==> src/design/mlsc_pkg.sv <==
package mlsc_pkg;
    // register offsets, canonical and mirrored
    localparam logic [7:0] OFS_STATUS      = 8'h02;
    localparam logic [7:0] OFS_STATUS_ALT  = 8'h34;
    localparam logic [7:0] OFS_CONFIG      = 8'h03;
    localparam logic [7:0] OFS_CONFIG_ALT  = 8'h09;
    localparam logic [7:0] OFS_RATE        = 8'h04;
    localparam logic [7:0] OFS_RATE_ALT    = 8'h0a;
    localparam logic [7:0] OFS_LOC_HI      = 8'h05;
    localparam logic [7:0] OFS_LOC_HI_ALT  = 8'h0b;
    localparam logic [7:0] OFS_LOC_LO      = 8'h06;
    localparam logic [7:0] OFS_LOC_LO_ALT  = 8'h0c;
    localparam logic [7:0] OFS_REM_HI      = 8'h07;
    localparam logic [7:0] OFS_REM_HI_ALT  = 8'h0d;
    localparam logic [7:0] OFS_REM_LO      = 8'h08;
    localparam logic [7:0] OFS_REM_LO_ALT  = 8'h0e;
    localparam logic [7:0] OFS_ONE_SHOT    = 8'h0f;
    localparam logic [7:0] OFS_REM_HI_FR   = 8'h13;
    localparam logic [7:0] OFS_REM_LO_FR   = 8'h14;
    localparam logic [7:0] OFS_REM_CRIT    = 8'h19;
    localparam logic [7:0] OFS_FAULT       = 8'h1b;
    localparam logic [7:0] OFS_LOC_CRIT    = 8'h20;
    localparam logic [7:0] OFS_HYST        = 8'h21;

    // reset values
    localparam logic [7:0] RST_CONFIG      = 8'h00;
    localparam logic [7:0] RST_RATE        = 8'h06;
    localparam logic [7:0] RST_HI_LIMIT    = 8'h55;
    localparam logic [7:0] RST_LO_LIMIT    = 8'h80;
    localparam logic [7:0] RST_FRAC        = 8'h00;
    localparam logic [7:0] RST_CRIT        = 8'h64;
    localparam logic [7:0] RST_HYST        = 8'h0a;
    localparam logic [7:0] READ_ZERO       = 8'h00;

    // writable bit masks, and the fault register's one defined bit
    localparam logic [7:0] MSK_CONFIG      = 8'hf6;
    localparam logic [7:0] MSK_RATE        = 8'h07;
    localparam logic [7:0] MSK_FRAC        = 8'he0;
    localparam logic [7:0] MSK_HYST        = 8'h7f;
    localparam logic [7:0] MSK_FAULT       = 8'h02;

    // configuration bit positions
    localparam int CFG_MASK_ALL    = 7;
    localparam int CFG_TEMP_HALT   = 6;
    localparam int CFG_COMP_MODE   = 5;
    localparam int CFG_SERIES_OFF  = 4;
    localparam int CFG_VOLT_HALT   = 2;
    localparam int CFG_AVG_OFF     = 1;

    // status and fault bit positions
    localparam int ST_BUSY  = 7;
    localparam int ST_PEAK  = 6;
    localparam int ST_HIGH  = 4;
    localparam int ST_LOW   = 3;
    localparam int ST_FAULT = 2;
    localparam int ST_CRIT  = 1;
    localparam int FLT_REM  = 1;

    // conversion pacing: fastest rate is one update per tick
    localparam int CLK_PERIOD_NS = 100;
    localparam int TICK_MS       = 125;
    localparam int TICK_CYCLES   = TICK_MS * 1000000 / CLK_PERIOD_NS;
    localparam logic [7:0] SLOWEST_TICKS = 8'h80;
endpackage

==> src/design/mlsc_regs.sv <==
`timescale 1ns/1ps
// Behaviour
// - summary bits clear after channel status cleared
// - busy bit shows converting, never drives pins
// - peak bit follows live spike detector
// - high bit and alert on at-or-above high
// - low bit and interrupt-mode alert on low violation
// - fault bit and interrupt-mode alert on diode fault
// - crit bit and overtemp output, live
// - mask-all silences alert in interrupt mode
// - temperature halt, convert on one-shot or on the config write that releases the halt
// - config bit five selects comparator mode
// - config bit four disables series correction
// - voltage halt, convert on one-shot only
// - averaging-off forces 1x temperature averaging
// - mirrored addresses share one storage
// - three-bit update rate, reset 4 per second
// - limit formats and reset values
// - low violation means at-or-below low limit
// - new limits apply at next conversion
// - one-shot starts halted groups, reads zero
// - overtemp unmaskable, crit reset 100 degrees
// - overtemp releases below crit minus hysteresis
// - remote fault bit, cleared on read
module mlsc_regs
    import mlsc_pkg::*;
#(
    parameter int TICK_LEN = TICK_CYCLES
) (
    // clock and reset
    input  wire logic       clock,
    input  wire logic       rst_n,
    // register port from the serial front end
    input  wire logic [7:0] reg_addr,
    input  wire logic       reg_wr,
    input  wire logic [7:0] reg_wdata,
    input  wire logic       reg_rd,
    output logic      [7:0] reg_rdata,
    // converter results and live conditions
    input  wire logic       conv_busy,
    input  wire logic       spike_live,
    input  wire logic       temp_done,
    input  wire logic [7:0] local_int,
    input  wire logic [7:0] local_frac,
    input  wire logic [7:0] remote_int,
    input  wire logic [7:0] remote_frac,
    input  wire logic       remote_channel_fault,
    input  wire logic       volt_done,
    input  wire logic       volt_high,
    input  wire logic       volt_low,
    input  wire logic       volt_crit,
    // per-channel status registers reporting a read or clear
    input  wire logic       high_status_cleared,
    input  wire logic       low_status_cleared,
    // converter control
    output logic            temp_start,
    output logic            volt_start,
    output logic            series_r_correction_off,
    output logic            adaptive_averaging_off,
    output logic      [2:0] update_rate_code,
    // open-drain pins, enable high while pulling low
    output logic            alert_out_n,
    output logic            alert_out_n_oe,
    output logic            overtemp_out_n,
    output logic            overtemp_out_n_oe
);

    logic [7:0] config_q;
    logic [7:0] rate_q;
    logic [7:0] loc_hi_q, loc_lo_q, loc_crit_q;
    logic [7:0] rem_hi_q, rem_lo_q, rem_crit_q;
    logic [7:0] rem_hi_fr_q, rem_lo_fr_q;
    logic [7:0] hyst_q;
    logic [7:0] fault_q;
    logic       high_q, low_q, flt_sum_q;
    logic       loc_crit_st_q, rem_crit_st_q;
    logic       live_high_q;

    // read data, pacing counters and start pulses
    logic [7:0] rdata_q;
    logic [31:0] tick_cnt_q;
    logic [7:0]  per_cnt_q;
    logic        temp_start_q, volt_start_q;

    // map a mirrored address to its canonical offset
    function automatic logic [7:0] canon(input logic [7:0] a);
        unique case (a)
            OFS_STATUS_ALT: canon = OFS_STATUS;
            OFS_CONFIG_ALT: canon = OFS_CONFIG;
            OFS_RATE_ALT:   canon = OFS_RATE;
            OFS_LOC_HI_ALT: canon = OFS_LOC_HI;
            OFS_LOC_LO_ALT: canon = OFS_LOC_LO;
            OFS_REM_HI_ALT: canon = OFS_REM_HI;
            OFS_REM_LO_ALT: canon = OFS_REM_LO;
            default:        canon = a;
        endcase
    endfunction

    // integer byte plus top three fraction bits as one signed value
    function automatic logic signed [11:0] fix(input logic [7:0] i, input logic [7:0] f);
        fix = {i[7], i, f[7:5]};
    endfunction

    // ticks between updates: 128 at code 0 down to 1 at code 7
    function automatic logic [7:0] rate_ticks(input logic [2:0] c);
        rate_ticks = SLOWEST_TICKS >> c;
    endfunction

    logic [7:0] wa;
    logic       wr_cfg, wr_os;
    logic       temp_halt, volt_halt, comp_mode, mask_all;

    assign wa        = canon(reg_addr);
    assign wr_cfg    = reg_wr && (wa == OFS_CONFIG);
    assign wr_os     = reg_wr && (wa == OFS_ONE_SHOT);
    assign temp_halt = config_q[CFG_TEMP_HALT];
    assign volt_halt = config_q[CFG_VOLT_HALT];
    assign comp_mode = config_q[CFG_COMP_MODE];
    assign mask_all  = config_q[CFG_MASK_ALL];

    // configuration and rate; only defined bits are stored
    always_ff @(posedge clock) begin
        if (!rst_n) begin
            config_q <= RST_CONFIG;
            rate_q   <= RST_RATE;
        end else if (reg_wr) begin
            if (wa == OFS_CONFIG) begin
                config_q <= reg_wdata & MSK_CONFIG;
            end
            if (wa == OFS_RATE) begin
                rate_q <= reg_wdata & MSK_RATE;
            end
        end
    end

    // limit registers; they feed only the compare done at conversion end
    always_ff @(posedge clock) begin
        if (!rst_n) begin
            loc_hi_q    <= RST_HI_LIMIT;
            loc_lo_q    <= RST_LO_LIMIT;
            rem_hi_q    <= RST_HI_LIMIT;
            rem_lo_q    <= RST_LO_LIMIT;
            rem_hi_fr_q <= RST_FRAC;
            rem_lo_fr_q <= RST_FRAC;
            loc_crit_q  <= RST_CRIT;
            rem_crit_q  <= RST_CRIT;
            hyst_q      <= RST_HYST;
        end else if (reg_wr) begin
            unique case (wa)
                OFS_LOC_HI:    loc_hi_q    <= reg_wdata;
                OFS_LOC_LO:    loc_lo_q    <= reg_wdata;
                OFS_REM_HI:    rem_hi_q    <= reg_wdata;
                OFS_REM_LO:    rem_lo_q    <= reg_wdata;
                OFS_REM_HI_FR: rem_hi_fr_q <= reg_wdata & MSK_FRAC;
                OFS_REM_LO_FR: rem_lo_fr_q <= reg_wdata & MSK_FRAC;
                OFS_LOC_CRIT:  loc_crit_q  <= reg_wdata;
                OFS_REM_CRIT:  rem_crit_q  <= reg_wdata;
                OFS_HYST:      hyst_q      <= reg_wdata & MSK_HYST;
                default:       ;
            endcase
        end
    end

    // conversion pacing: a tick every 125 ms, updates every 2^(7-code) ticks;
    // the slow rates need long counts, so TICK_LEN can be shortened in sim
    logic tick;
    logic period_end;

    assign tick       = (tick_cnt_q == TICK_LEN - 1);
    assign period_end = tick && (per_cnt_q >= rate_ticks(rate_q[2:0]) - 8'h01);

    always_ff @(posedge clock) begin
        if (!rst_n) begin
            tick_cnt_q <= '0;
            per_cnt_q  <= '0;
        end else if (tick) begin
            tick_cnt_q <= '0;
            per_cnt_q  <= period_end ? 8'h00 : per_cnt_q + 8'h01;
        end else begin
            tick_cnt_q <= tick_cnt_q + 32'd1;
        end
    end

    // start pulses; a halted group runs only on one-shot, and releasing
    // the temperature halt starts a conversion at once
    logic temp_release;
    assign temp_release = wr_cfg && temp_halt && !reg_wdata[CFG_TEMP_HALT];

    always_ff @(posedge clock) begin
        if (!rst_n) begin
            temp_start_q <= 1'b0;
            volt_start_q <= 1'b0;
        end else begin
            temp_start_q <= (!temp_halt && period_end)
                         || (temp_halt && wr_os)
                         || temp_release;
            volt_start_q <= (!volt_halt && period_end)
                         || (volt_halt && wr_os);
        end
    end
    assign temp_start = temp_start_q;
    assign volt_start = volt_start_q;

    // converter control straight from configuration
    assign series_r_correction_off = config_q[CFG_SERIES_OFF];
    assign adaptive_averaging_off  = config_q[CFG_AVG_OFF];
    assign update_rate_code        = rate_q[2:0];

    // limit compares on fresh results; a faulted remote reading is not compared
    logic signed [11:0] loc_t, rem_t;
    logic loc_hi_hit, loc_lo_hit, rem_hi_hit, rem_lo_hit;
    logic temp_hi_evt, temp_lo_evt, flt_evt;

    assign loc_t       = fix(local_int, local_frac);
    assign rem_t       = fix(remote_int, remote_frac);
    assign loc_hi_hit  = loc_t >= fix(loc_hi_q, RST_FRAC);
    assign loc_lo_hit  = loc_t <= fix(loc_lo_q, RST_FRAC);
    assign rem_hi_hit  = !remote_channel_fault && (rem_t >= fix(rem_hi_q, rem_hi_fr_q));
    assign rem_lo_hit  = !remote_channel_fault && (rem_t <= fix(rem_lo_q, rem_lo_fr_q));
    assign temp_hi_evt = temp_done && (loc_hi_hit || rem_hi_hit);
    assign temp_lo_evt = temp_done && (loc_lo_hit || rem_lo_hit);
    assign flt_evt     = temp_done && remote_channel_fault;

    // crit thresholds with hysteresis, widened so the subtraction cannot wrap
    logic signed [11:0] loc_set, loc_rel, rem_set, rem_rel, hyst_w;

    // hysteresis has no sign bit, so the release point never rises above the set point
    assign hyst_w  = fix(hyst_q, RST_FRAC);
    assign loc_set = fix(loc_crit_q, RST_FRAC);
    assign rem_set = fix(rem_crit_q, RST_FRAC);
    assign loc_rel = loc_set - hyst_w;
    assign rem_rel = rem_set - hyst_w;

    // crit state per channel: set at or above limit, released below limit
    // minus hysteresis or, for the remote channel, on a fault; otherwise held
    always_ff @(posedge clock) begin
        if (!rst_n) begin
            loc_crit_st_q <= 1'b0;
            rem_crit_st_q <= 1'b0;
        end else if (temp_done) begin
            if (loc_t >= loc_set) begin
                loc_crit_st_q <= 1'b1;
            end else if (loc_t < loc_rel) begin
                loc_crit_st_q <= 1'b0;
            end
            if (!remote_channel_fault && rem_t >= rem_set) begin
                rem_crit_st_q <= 1'b1;
            end else if (remote_channel_fault || rem_t < rem_rel) begin
                rem_crit_st_q <= 1'b0;
            end
        end
    end

    // sticky summary bits; a new event wins over a clear in the same cycle
    logic fault_rd;
    assign fault_rd = reg_rd && (wa == OFS_FAULT);

    always_ff @(posedge clock) begin
        if (!rst_n) begin
            high_q    <= 1'b0;
            low_q     <= 1'b0;
            flt_sum_q <= 1'b0;
            fault_q   <= READ_ZERO;
        end else begin
            if (temp_hi_evt || (volt_done && volt_high)) begin
                high_q <= 1'b1;
            end else if (high_status_cleared) begin
                high_q <= 1'b0;
            end
            if (temp_lo_evt || (volt_done && volt_low)) begin
                low_q <= 1'b1;
            end else if (low_status_cleared) begin
                low_q <= 1'b0;
            end
            if (flt_evt) begin
                flt_sum_q <= 1'b1;
            end else if (fault_rd) begin
                flt_sum_q <= 1'b0;
            end
            if (flt_evt) begin
                fault_q <= MSK_FAULT;
            end else if (fault_rd) begin
                fault_q <= READ_ZERO;
            end
        end
    end

    // live high condition for comparator mode, refreshed per conversion
    always_ff @(posedge clock) begin
        if (!rst_n) begin
            live_high_q <= 1'b0;
        end else if (temp_done) begin
            live_high_q <= loc_hi_hit || rem_hi_hit;
        end
    end

    // status byte; busy is shown but feeds neither pin
    logic       crit_live;
    logic [7:0] status_v;
    assign crit_live = loc_crit_st_q || rem_crit_st_q || volt_crit;

    always_comb begin
        status_v           = READ_ZERO;
        status_v[ST_BUSY]  = conv_busy;
        status_v[ST_PEAK]  = spike_live;
        status_v[ST_HIGH]  = high_q;
        status_v[ST_LOW]   = low_q;
        status_v[ST_FAULT] = flt_sum_q;
        status_v[ST_CRIT]  = crit_live;
    end

    // read mux; one-shot and unmapped offsets read zero
    logic [7:0] rd_v;

    always_comb begin
        unique case (wa)
            OFS_STATUS:    rd_v = status_v;
            OFS_CONFIG:    rd_v = config_q;
            OFS_RATE:      rd_v = rate_q;
            OFS_LOC_HI:    rd_v = loc_hi_q;
            OFS_LOC_LO:    rd_v = loc_lo_q;
            OFS_REM_HI:    rd_v = rem_hi_q;
            OFS_REM_LO:    rd_v = rem_lo_q;
            OFS_REM_HI_FR: rd_v = rem_hi_fr_q;
            OFS_REM_LO_FR: rd_v = rem_lo_fr_q;
            OFS_REM_CRIT:  rd_v = rem_crit_q;
            OFS_FAULT:     rd_v = fault_q;
            OFS_LOC_CRIT:  rd_v = loc_crit_q;
            OFS_HYST:      rd_v = hyst_q;
            default:       rd_v = READ_ZERO;
        endcase
    end

    // read data registered on the read strobe and held until the next one
    always_ff @(posedge clock) begin
        if (!rst_n) begin
            rdata_q <= READ_ZERO;
        end else if (reg_rd) begin
            rdata_q <= rd_v;
        end
    end
    assign reg_rdata = rdata_q;

    // alert: interrupt mode follows sticky bits under mask-all, comparator
    // mode follows the live high and peak conditions and ignores the mask
    logic alert_q;

    always_ff @(posedge clock) begin
        if (!rst_n) begin
            alert_q <= 1'b0;
        end else if (comp_mode) begin
            alert_q <= live_high_q || spike_live || (volt_high && !volt_done);
        end else begin
            alert_q <= !mask_all && (high_q || low_q || flt_sum_q);
        end
    end
    assign alert_out_n    = !alert_q;
    assign alert_out_n_oe = alert_q;

    // overtemp pin: no mask reaches it, it drops with the crit state
    logic ot_q;

    always_ff @(posedge clock) begin
        if (!rst_n) begin
            ot_q <= 1'b0;
        end else begin
            ot_q <= crit_live;
        end
    end
    assign overtemp_out_n    = !ot_q;
    assign overtemp_out_n_oe = ot_q;

endmodule

==> config.mk <==
export PLATFORM = sky130hd
export DESIGN_NAME = mlsc_regs
export DESIGN_NICKNAME = d
export VERILOG_FILES = /design/src/design/mlsc_pkg.sv /design/src/design/mlsc_regs.sv
export SDC_FILE = /design/constraint.sdc
export NUM_CORES = 1
export LEC_CHECK = 0
export ABC_AREA = 1
export BUFFER_PORTS_ARGS = -buffer_cell sky130_fd_sc_hd__buf_2
export CAP_MARGIN = 20
export CORE_MARGIN = 4
export CORE_UTILIZATION = 55
export CTS_CLUSTER_SIZE = 10
export DETAILED_ROUTE_END_ITERATION = 6
export PLACE_DENSITY = 0.78
export SLEW_MARGIN = 20
export SYNTH_ARGS = -nofsm -noshare
export SYNTH_HDL_FRONTEND = slang
export SYNTH_SLANG_ARGS = --single-unit
==> constraint.sdc <==
create_clock -name clock -period 2.82 [get_ports clock]
set_input_delay 0.282 -clock clock [delete_from_list [all_inputs] [get_ports clock]]
set_output_delay 0.282 -clock clock [all_outputs]
set_load 0.05 [all_outputs]
# After elaboration in Yosys (flattened, before gate mapping)
# Cells that the tools add are included.
# totals
input_bits	62
out_inout_bits	19
reg_bits	129
wordCells	140
# classes
n_lt_le_gt_ge	9
reduce_logical	61
n_mux	16
n_shift	1
n_eq_ne	22
n_bitwise	1
add_sub_neg	5
# ops
operator	n
$pmux 8 s13	1
$eq 8x4->1 const B	8
$pmux 8 s7	1
$ge 11x11->1	4
$add 32x1->32 const B	1
$eq 32x21->1 const B	1
$eq 8x3->1 const B	4
$eq 8x5->1 const B	4
$reduce_and 2->1	13
$eq 8x6->1 const B	3
$lt 11x12->1	2
$sub 11x11->12	2
$le 11x11->1	2
$logic_and 1x1->1	20
$eq 8x2->1 const B	2
$logic_or 1x1->1	14
$mux 1	11
$reduce_bool 2->1	5
$add 8x1->8 const B	1
$ge 8x8->1	1
$logic_not 1->1	8
$mux 8	1
$shr 8x3->8 const A	1
$sub 8x1->8 const B	1
other kinds (3)	4

# Depth between registers and ports, before layout
# Gate-level depths: netlist of the first run.
# logic_depth
word_depth	7
mapped_depth	19
mapped_depth_nobuf	19

# Worst setup path after synthesis of the first run
# No wires, ideal clock.
# synth_timing
kind	reg-to-reg
from	reg loc_crit_q[0]
to	reg loc_crit_st_q
synth_period_minus_slack_ns	2.712
required_ns	2.688
t_arrival_ns	2.580
path_buffers	0
stages_incl_launch_ff	18
path_slack_ns	0.108
setup_time_ns	0.132
path_cell_list	dfxtp_1 > inv_1 > ha_1 > fa_1 > o21ai_0 > a21oi_1 > o21ai_0 > a21oi_1 > nor2_1 > ha_1 > nand2_1 > nor2_1 > o211ai_1 > o2111ai_1 > nand2_1 > inv_1 > o21ai_0 > a21oi_1
# synth_between
elab_chain_len	4
elab_cells_between_ends	6
cone_classes	add/sub (1); order compare (2); mux (1); reduce/logical (2)
# synth_lines
item	line	text
from (decl)	mlsc_regs.sv:70	logic [7:0] loc_hi_q, loc_lo_q, loc_crit_q;
from (signal assigned)	mlsc_regs.sv:156	OFS_LOC_CRIT: loc_crit_q <= reg_wdata;
$sub 11x11->12	mlsc_regs.sv:231	assign loc_rel = loc_set - hyst_w;
$lt 11x12->1	mlsc_regs.sv:243	end else if (loc_t < loc_rel) begin
$reduce_bool 2->1 (no line)	-	
$reduce_and 2->1 (no line)	-	
to (signal assigned)	mlsc_regs.sv:238	loc_crit_st_q <= 1'b0;
to (signal assigned)	mlsc_regs.sv:242	loc_crit_st_q <= 1'b1;
to (signal assigned)	mlsc_regs.sv:244	loc_crit_st_q <= 1'b0;
to (decl)	mlsc_regs.sv:76	logic loc_crit_st_q, rem_crit_st_q;
# Parallel ways exist; a longest one is shown, timed or not.
# A chain may end at the register's enable or synchronous reset.

# Worst setup path after layout of the first run
# layout_timing
from	reg hyst_q[1]
to	reg loc_crit_st_q
# layout_between
elab_chain_len	4
# layout_lines
item	line	text
from (decl)	mlsc_regs.sv:73	logic [7:0] hyst_q;
from (signal assigned)	mlsc_regs.sv:158	OFS_HYST: hyst_q <= reg_wdata & MSK_HYST;
$sub 11x11->12	mlsc_regs.sv:231	
$lt 11x12->1	mlsc_regs.sv:243	
$reduce_bool 2->1 (no line)	-	
$reduce_and 2->1 (no line)	-	
# Every way passes these cells.

==> results summary, run 1 <==
The maximum single-stage delay on the critical path is 0.37 ns. The core region is 0.01515 sq mm. The worst-case headroom to the max-slew limit is 50.67%. The required time of the critical path is 3.12 ns. The number of sinks driven by the clock tree is 128. The via count of the first global-routing pass is 8010. The commonest cells after synthesis are 187 x sky130_fd_sc_hd__nand2_1, 170 x sky130_fd_sc_hd__inv_1, 132 x sky130_fd_sc_hd__a21oi_1. The startpoint identified for the worst register-to-register timing path is hyst_q[1]$_SDFFE_PN1P_.

The transition at the pin with the smallest max-transition slack came out at 0.7372 ns. In the routed layout, each cell is associated on average with a via count of 5.753. The total number of H-tree levels is 4.

The final layout net count is 1457. The share of cells above drive strength 1 came out at 14.34%. The initial antenna violation count is 0. In this run, the number of DRC markers left after iteration 0 of detailed routing was 763.

The internal power summed over all cells is 3.575 mW. The slack of the worst reg-to-reg path came out at 0.17 ns. The clock tree from TritonCTS is done. The synthesized design devotes to its leading area cell type 30.26% of total area. The most frequent cell after synthesis is sky130_fd_sc_hd__nand2_1. The synthesized area divided by synthesized cell count is 7.057 sq um. Broken down by cell family, the worst path's largest delay share belongs to compound AO/OA/AOI/OAI gates.

The number of buffers and inverters on the critical path came out at 2. 81 I/O pins were placed. The area of the die came out at 0.01745 sq mm. Including well taps, the total number of placed cells is 1465. The placed cell area is 0.009190 sq mm. The maximum clock rate is 378.0 MHz. The critical path start-end classification is reg2reg. The final standard cell area without fillers came out at 0.009923 sq mm.

The type of element capturing the critical path is a register. The fraction of power spent switching nets came out at 24.02%. Setup repair after global routing could not meet its margin everywhere. The biggest fanout along the worst timing path is 3. The number of vias in the routed layout came out at 8623. The post-synthesis instance total is 1200. The number of cells on the worst reg-to-reg path is 19. STA classifies the critical path startpoint as a register.

Traced cell by cell, the critical path runs through inv_1, ha_1, nand2_1, o21ai_2, a21oi_1, o21bai_1, nand2_1, nand2_1, a21oi_1, xor2_1, ha_1, nand2_2, nor2_1, o211ai_1, o2111ai_1, nand2_1, inv_1, o21ai_1, a21oi_1. The initial core utilization is 55.91%. sky130_fd_sc_hd__dfxtp_1 takes more of the synthesized area than any other cell. For this run the aggregate overflow at the end of global routing stands at 0. The highest-delay cell along the critical path is sky130_fd_sc_hd__dfxtp_4.

The cell area after synthesis came out at 0.008468 sq mm. Summed over all nets, the switching power comes to 1.130 mW. The number of non-filler instances in the completed layout is 1499.

During synthesis, Yosys emitted a total of 0 warnings. The capture instance of the worst register-to-register path is loc_crit_st_q$_SDFFE_PN0P_. The run finished, with violations left. The final routed DRC violation total is 1. The final reports fail on DRC. The clock-pin slew reported for the worst setup and hold paths after clock tree synthesis came out at 0.06 ns. At the end of routability-driven placement, the weighted congestion stood at 0.9749.

The clock power share is 51.6%. The HPWL after detailed placement is 20.00 mm. The number of CTS-inserted buffers is 17. The number of iterations in the first detailed-routing pass came out at 7. The number of antenna-violating nets in the routed design came out at 0. The insertion delay of the later-clocked pin in the worst-skew pair came out at 0.42 ns. The final critical-path share of the clock period is 93.81%. The global-route met1 utilization came out at 38.51%.

The setup TNS after final layout came out at 0 ns. The maximum number of pins on one net before global-route repair came out at 68. For this block, the routed nets add up to 26.06 mm of wire. Setup violations remaining at the end of the flow were counted as 0. The sink of the worst hold path is overtemp_out_n_oe$_SDFF_PN0_. The cell area power density came out at 474.2 mW/mm^2. The clock root buffer master is sky130_fd_sc_hd__clkbuf_16. The met3 global-route usage is 4.695%. The distinct cell type count of the synthesized netlist came out at 49. The maximum clock path buffer count came out at 2.

The number of enable-type register cells in the synthesized netlist is 0. The cell depth of the worst hold path came out at 3. The total routing resource utilization after global routing came out at 29.40%. The maximum vdd drop is 0.3881 mV.

The number of maximum-capacitance constraint violations came out at 0. In this run the static leakage power is 4.411 nW. The worst hold slack after final layout came out at 0.1615 ns. The number of port buffers came out at 70. Sequential cells were found to cover 30.26% of the synthesized design area. The flop and latch count out of synthesis came out at 128. The count of final max-slew check failures came to 0. The most used cell along the critical path is sky130_fd_sc_hd__nand2_1. The most used flip-flop cell after synthesis is sky130_fd_sc_hd__dfxtp_1. The sequential fraction of design power is 39.0%. The worst hold path class is in2reg. The count of inserted antenna diode cells is 0. The highest-utilization routing layer at the global route stage is met2. By area the synthesized netlist is led by sky130_fd_sc_hd__dfxtp_1 30%, sky130_fd_sc_hd__ha_1 14%, sky130_fd_sc_hd__nand2_1 8.3%. The clock period minus worst slack came out at 2.646 ns. The first global-routing pass estimated 41.16 mm of wire. The met2 capacity usage during global routing is 48.55%. The startpoint identified for the worst hold timing path is volt_crit.

The area overhead of the layout relative to synthesis came out at 17.18%. The horizontal die dimension is 132.1 microns. For this run, asynchronously set or reset flops after synthesis account for 0%.

On the final layout, the worst clock skew is 0.007354 ns. The number of nets handed over by synthesis was 1358. The fraction of power consumed by combinational cells is 9.4%. The initialized floorplan defines 45 standard-cell rows.

Measured along the y axis, the die boundary spans 132.1 microns. The critical path data arrival time came out at 2.95 ns. The detailed-route wire length per cell came out at 17.38 microns. The hold violation count in the final report came out at 0.
-- metrics by stage --
step / util (%) / total power, mW / worst slack, ns
final: 65.52 / 4.705 / 0.1745
after global routing: 65.52 / 4.851 / -0.04507
after CTS: 64.93 / 4.694 / -0.01743
after detailed placement: 60.68 / 2.304 / -0.1519
after global placement: 60.68 / 2.295 / -0.009196
after floorplan: - / 2.128 / 0.1076
-- layout by cell type (no fill, tap or decap), types with 7 or more instances in the layout --
master,Yosys,routed
sky130_fd_sc_hd__o21ai_0,103,96
sky130_fd_sc_hd__o21ai_1,5,7
sky130_fd_sc_hd__ha_1,94,92
sky130_fd_sc_hd__nand4_1,28,28
sky130_fd_sc_hd__nor4_1,7,7
sky130_fd_sc_hd__nor2_2,6,7
sky130_fd_sc_hd__a21oi_1,132,131
sky130_fd_sc_hd__inv_2,9,10
sky130_fd_sc_hd__nor2_4,9,9
sky130_fd_sc_hd__dfxtp_1,128,125
sky130_fd_sc_hd__buf_2,6,70
sky130_fd_sc_hd__xnor2_1,7,7
sky130_fd_sc_hd__o211ai_1,20,20
sky130_fd_sc_hd__buf_4,2,32
sky130_fd_sc_hd__nand3_1,88,87
sky130_fd_sc_hd__inv_1,170,169
sky130_fd_sc_hd__nand2_1,187,186
sky130_fd_sc_hd__xor2_1,15,15
sky130_fd_sc_hd__nor3_1,15,15
sky130_fd_sc_hd__nor2_1,97,96
sky130_fd_sc_hd__clkbuf_16,0,17
-- worst min-delay path: cells and delay by family --
family                 cells  cell delay, ns
buffers and inverters      2            0.15
AOI/OAI and AO/OA          1            0.09
-- logic make-up after synthesis --
group | count (synthesis) | synth area share (%)
buf+inv | 203 | 9.175
simple gates | 461 | 25.18
compound gates | 289 | 18.71
xor+xnor | 22 | 2.275
fa+ha+maj | 96 | 14.36
other cells | 1 | 0.04428
flops | 128 | 30.26
-- sequential cells by signal (all words and copies together) (netlist names), 7 cells and up --
| register | count |
|---|---|
| tick_cnt_q | 32 |
| loc_hi_q | 8 |
| hyst_q | 7 |
| rem_crit_q | 8 |
| rem_hi_q | 8 |
| rem_lo_q | 8 |
| per_cnt_q | 8 |
| reg_rdata | 8 |
| loc_crit_q | 8 |
| loc_lo_q | 8 |
-- repair_timing --
| item | 4_1_cts | 5_1_grt |
|---|---|---|
| pin swaps | 0 | 9 |
| buffers inserted | 0 | 3 |
| endpoints found under the setup margin | 2 | 4 |
| hold buffers | 0 | 0 |
| resized for setup | 3 | 22 |
-- how the worst max path moves through the flow --
| stage | depth (start not counted) | start | slack, ns | end |
|---|---|---|---|---|
| 5_1_grt | 19 | hyst_q[1]$_SDFFE_PN1P_ | -0.05 | loc_crit_st_q$_SDFFE_PN0P_ |
| 3_3_place_gp | 17 | loc_crit_q[0]$_SDFFE_PN0P_ | -0.009 | loc_crit_st_q$_SDFFE_PN0P_ |
| 4_1_cts | 19 | hyst_q[1]$_SDFFE_PN1P_ | -0.02 | loc_crit_st_q$_SDFFE_PN0P_ |
| 3_5_place_dp | 17 | loc_crit_q[0]$_SDFFE_PN0P_ | -0.15 | loc_crit_st_q$_SDFFE_PN0P_ |
| 6_report | 19 | hyst_q[1]$_SDFFE_PN1P_ | 0.17 | loc_crit_st_q$_SDFFE_PN0P_ |
| 2_1_floorplan | 17 | loc_crit_q[0]$_SDFFE_PN0P_ | 0.11 | loc_crit_st_q$_SDFFE_PN0P_ |
-- power groups by stage --
stage | combinational [mW] | clock (mW) | sequential (mW)
after global placement | 0.419 | 0 | 1.88
after global routing | 0.489 | 2.52 | 1.84
after detailed placement | 0.428 | 0 | 1.88
after CTS | 0.431 | 2.43 | 1.84
final | 0.441 | 2.43 | 1.84
after floorplan | 0.243 | 0 | 1.89
-- per-layer routing --
layer,wire (microns),part of all wire [%],vias to the layer above
met1,11070,42,3948
met3,1876,7.2,59
met2,12210,47,352
met4,898,3.4,0
li1,-,-,4264
met5,0,0,-
-- area by class of cell --
type	count	area, sq um
clock buffer	21	460.4
clock inverter	10	183.9
fill	1321	5223
inverter	180	675.6
multi-input combinational	869	5189
sequential	128	2569
tap	188	235.2
timing repair buffer	103	610.6
Power figures use the tool's default switching activity.
==> run 2, diff against run 1 <==
CELL_PAD_IN_SITES_DETAIL_PLACEMENT = 0   (was unset)
CELL_PAD_IN_SITES_GLOBAL_PLACEMENT = 2   (was unset)
CORE_UTILIZATION = 31   (was 55)
CTS_BUF_LIST = sky130_fd_sc_hd__clkbuf_16   (was unset)
PLACE_DENSITY = unset   (was 0.78)
PLACE_DENSITY_LB_ADDON = 0.1   (was unset)
==> run 2 against run 1 <==
  * Die area rose by 72%
  * The flow now finishes without violations
  * Maximum frequency rose by 1.5%
  * Critical path depth fell by 2
  * Register-to-register slack improved by 0.04 ns
  * Design area rose by 2.7%
  * Clock-buffer cell count fell by 4
  * Critical endpoint unchanged
  * Worst setup slack improved by 0.038 ns
  * Utilization fell by 28 points
  * Routed wire length rose by 21%
  * Largest power group unchanged
  * Flip-flop and latch count did not move
  * Non-clock buffer count rose by 18
==> results summary, run 2 (synthesized netlist as in run 1, its figures left out) <==
The flow ran to the end, and the final reports show no timing, DRC or antenna violations. The final critical-path share of the clock period is 92.46% (-1.4 points). The leading cell type in the layout, fill and taps excluded is sky130_fd_sc_hd__nand2_1. The global-route wire length before repair is 48.62 mm (+18%).

The number of placed instances, taps included came to 1638 (+12%). The final routed DRC violation total came out at 0 (-1). The biggest fanout along the worst timing path came out at 2 (-1). The number of setup violations in the final report came out at 0 (unchanged). The number of buffers and inverters on the critical path is 3 (+1). The setup TNS after final layout was 0 ns (unchanged). The critical path data arrival time came out at 2.91 ns (-0.04 ns). The core box area is 0.02688 sq mm (+77%). The setup skew after layout is 0.01252 ns (+0.005169 ns).

The cell area power density is 446.8 mW/mm^2 (-5.8%). The flip-flop count of the largest register after layout is 32 (unchanged). The number of vias in the routed layout is 8344 (-3.2%).

The worst hold path class is in2reg. The area of the die came out at 0.03002 sq mm (+72%). The initial antenna violation count came out at 2 (+2). The top cell types in the final layout, fill and taps aside, are 186 x sky130_fd_sc_hd__nand2_1, 169 x sky130_fd_sc_hd__inv_1, 127 x sky130_fd_sc_hd__a21oi_1. The via count of the first global-routing pass came out at 8123 (+1.4%).

The top-level I/O count came out at 81 (unchanged). The worst setup path is captured at a register. The transition at the pin with the smallest max-transition slack is 0.7751 ns (+0.03795 ns). TritonCTS built the clock tree. The HPWL after detailed placement came out at 25.09 mm (+25%). The highest-delay cell along the critical path is sky130_fd_sc_hd__fa_2. The number of sinks driven by the clock tree came out at 128 (unchanged). The initial core utilization is 31.51% (-24 points). The number of CTS-inserted buffers came out at 17 (unchanged). Setup repair after global routing could not meet its margin everywhere. The final weighted congestion in routability-driven placement came out at 0.8602 (-12%). The maximum clock rate is 383.5 MHz (+1.5%). Counting flops per register, the top entry is tick_cnt_q.

The number of antenna-violating nets in the routed design came out at 0 (unchanged). The kind of cell with the highest combined delay along the critical path is adder cells. The clock root buffer master is sky130_fd_sc_hd__clkbuf_16. The number of non-filler instances in the completed layout was 1670 (+11%).

The total routed wirelength is 31.47 mm (+21%). The number of iterations in the first detailed-routing pass is 5 (-2). The sum of overflow across all layers after global routing is 0 (unchanged). The die extent in y was 173.3 microns (+31%). The worst setup path is launched from a register. The insertion delay of the later-clocked pin in the worst-skew pair came out at 0.43 ns (about the same). The count of inserted antenna diode cells is 0 (unchanged). The count of final max-slew check failures came out at 0 (unchanged).

The placement row count came to 60 (+33%). The maximum vdd drop is 0.3607 mV (-7.1%). The worst-case headroom to the max-slew limit is 48.13% (-2.5 points). The share of cells above drive strength 1 is 15.95% (+1.6 points). The maximum number of pins on one net before global-route repair came out at 68 (unchanged). The via density per instance is 4.996 (-13%). The total leakage power came out at 4.468 nW (+1.3%).

The total routing resource utilization after global routing is 20.86% (-8.5 points). The critical path in this run is classified as reg2reg. The required time of the critical path came out at 3.12 ns (about the same).

The horizontal die dimension is 173.3 microns (+31%). The final layout net count is 1475 (+1.2%). The number of port buffers came out at 70 (unchanged). The count of routing violations after the opening detailed-route iteration came out at 519 (-32%). The critical path goes through inv_1, ha_2, fa_2, o21ai_2, a21oi_1, o21ai_1, buf_4, xnor2_1, ha_1, nand2_1, nor2_2, o211ai_1, o2111ai_1, nand2_1, inv_1, o21ai_1, a21oi_1.

The clock-pin slew reported for the worst setup and hold paths after clock tree synthesis is 0.07 ns (about the same). The slack of the worst reg-to-reg path came out at 0.21 ns (+0.04 ns). The maximum single-stage delay on the critical path is 0.35 ns (-0.02 ns). The total number of H-tree levels came out at 4 (unchanged).

The hold violation count in the final report is 0 (unchanged). The clock period minus worst slack came to 2.607 ns (-0.03826 ns). The maximum clock path buffer count was 2 (unchanged). The number of maximum-capacitance constraint violations is 0 (unchanged). The detailed-route wire length per cell is 18.84 microns (+8.4%). From synthesis to final layout, the design area changed by 20.33%.
## run 2: cell types whose count changed in the layout (fill, tap and decap cells not counted), sizes merged
cell    previous run  this run
clkbuf            21        17
buf              103       121
bufinv             5         2
inv              179       186
## run 2: timing repair
action / in CTS / in global routing
gates resized for setup: 2 / 29
endpoints found under the setup margin: 1 / 2
hold buffers: 0 / 0
buffers inserted: 0 / 2
hold endpoints to repair: 0 / 0
pin swaps: 0 / 18
## run 2: stage by stage
step	power (mW)	cell area [sq um]	utilization, %	hold WS (ns)	setup slack (ns)
finish	4.552	10190	37.91	0.1484	0.2127
global route	4.735	10190	37.91	0.1430	-0.03822
CTS	4.594	10100	37.59	0.1323	0.001753
detailed placement	2.339	9519	35.42	0.4388	-0.07496
global placement	2.340	9519	35.42	0.4344	-0.02275
floorplan	2.128	8468	-	0.4084	0.1076
## run 2: layout make-up
type	count	area [sq um]
repair buffers	121	733.2
flip-flops and latches	128	2569
fillers	2925	16690
clock inverters	14	157.7
clock buffers	17	425.4
well taps	341	426.7
inverters	180	678.2
multi-input cells	869	5200
## run 2: final timing paths
check                                                 from                          to  cells past startpoint
worst max-delay path            loc_crit_q[0]$_SDFFE_PN0P_  loc_crit_st_q$_SDFFE_PN0P_                     17
worst min-delay path                              volt_low          low_q$_SDFFE_PN0P_                      3
worst max register to register  loc_crit_q[0]$_SDFFE_PN0P_  loc_crit_st_q$_SDFFE_PN0P_                     17
worst min register to register    tick_cnt_q[0]$_SDFF_PP0_    tick_cnt_q[0]$_SDFF_PP0_                      1
## run 2: worst reg2reg max path: stages, from the launching register on
cell	delay [ns]
sky130_fd_sc_hd__dfxtp_1	0.32
sky130_fd_sc_hd__inv_1	0.06
sky130_fd_sc_hd__ha_2	0.20
sky130_fd_sc_hd__fa_2	0.35
sky130_fd_sc_hd__o21ai_2	0.14
sky130_fd_sc_hd__a21oi_1	0.09
sky130_fd_sc_hd__o21ai_1	0.17
sky130_fd_sc_hd__buf_4	0.13
sky130_fd_sc_hd__xnor2_1	0.10
sky130_fd_sc_hd__ha_1	0.26
sky130_fd_sc_hd__nand2_1	0.08
sky130_fd_sc_hd__nor2_2	0.05
sky130_fd_sc_hd__o211ai_1	0.08
sky130_fd_sc_hd__o2111ai_1	0.13
sky130_fd_sc_hd__nand2_1	0.09
sky130_fd_sc_hd__inv_1	0.04
sky130_fd_sc_hd__o21ai_1	0.13
sky130_fd_sc_hd__a21oi_1	0.07
## run 2: power by group
part | internal [mW] | switching (mW) | leakage [nW] | total, mW
clock | 1.31 | 0.936 | 0.283 | 2.25
sequential | 1.82 | 0.0145 | 1.04 | 1.84
combinational | 0.146 | 0.318 | 3.15 | 0.464
## run 2: per-layer routing
layer	share of wire, %	track usage [%]	vias to the layer above
met3	3.4	2.879	12
met5	0	0	-
met2	43	32.59	149
li1	-	-	4295
met1	53	31.44	3888
met4	0.51	2.627	0
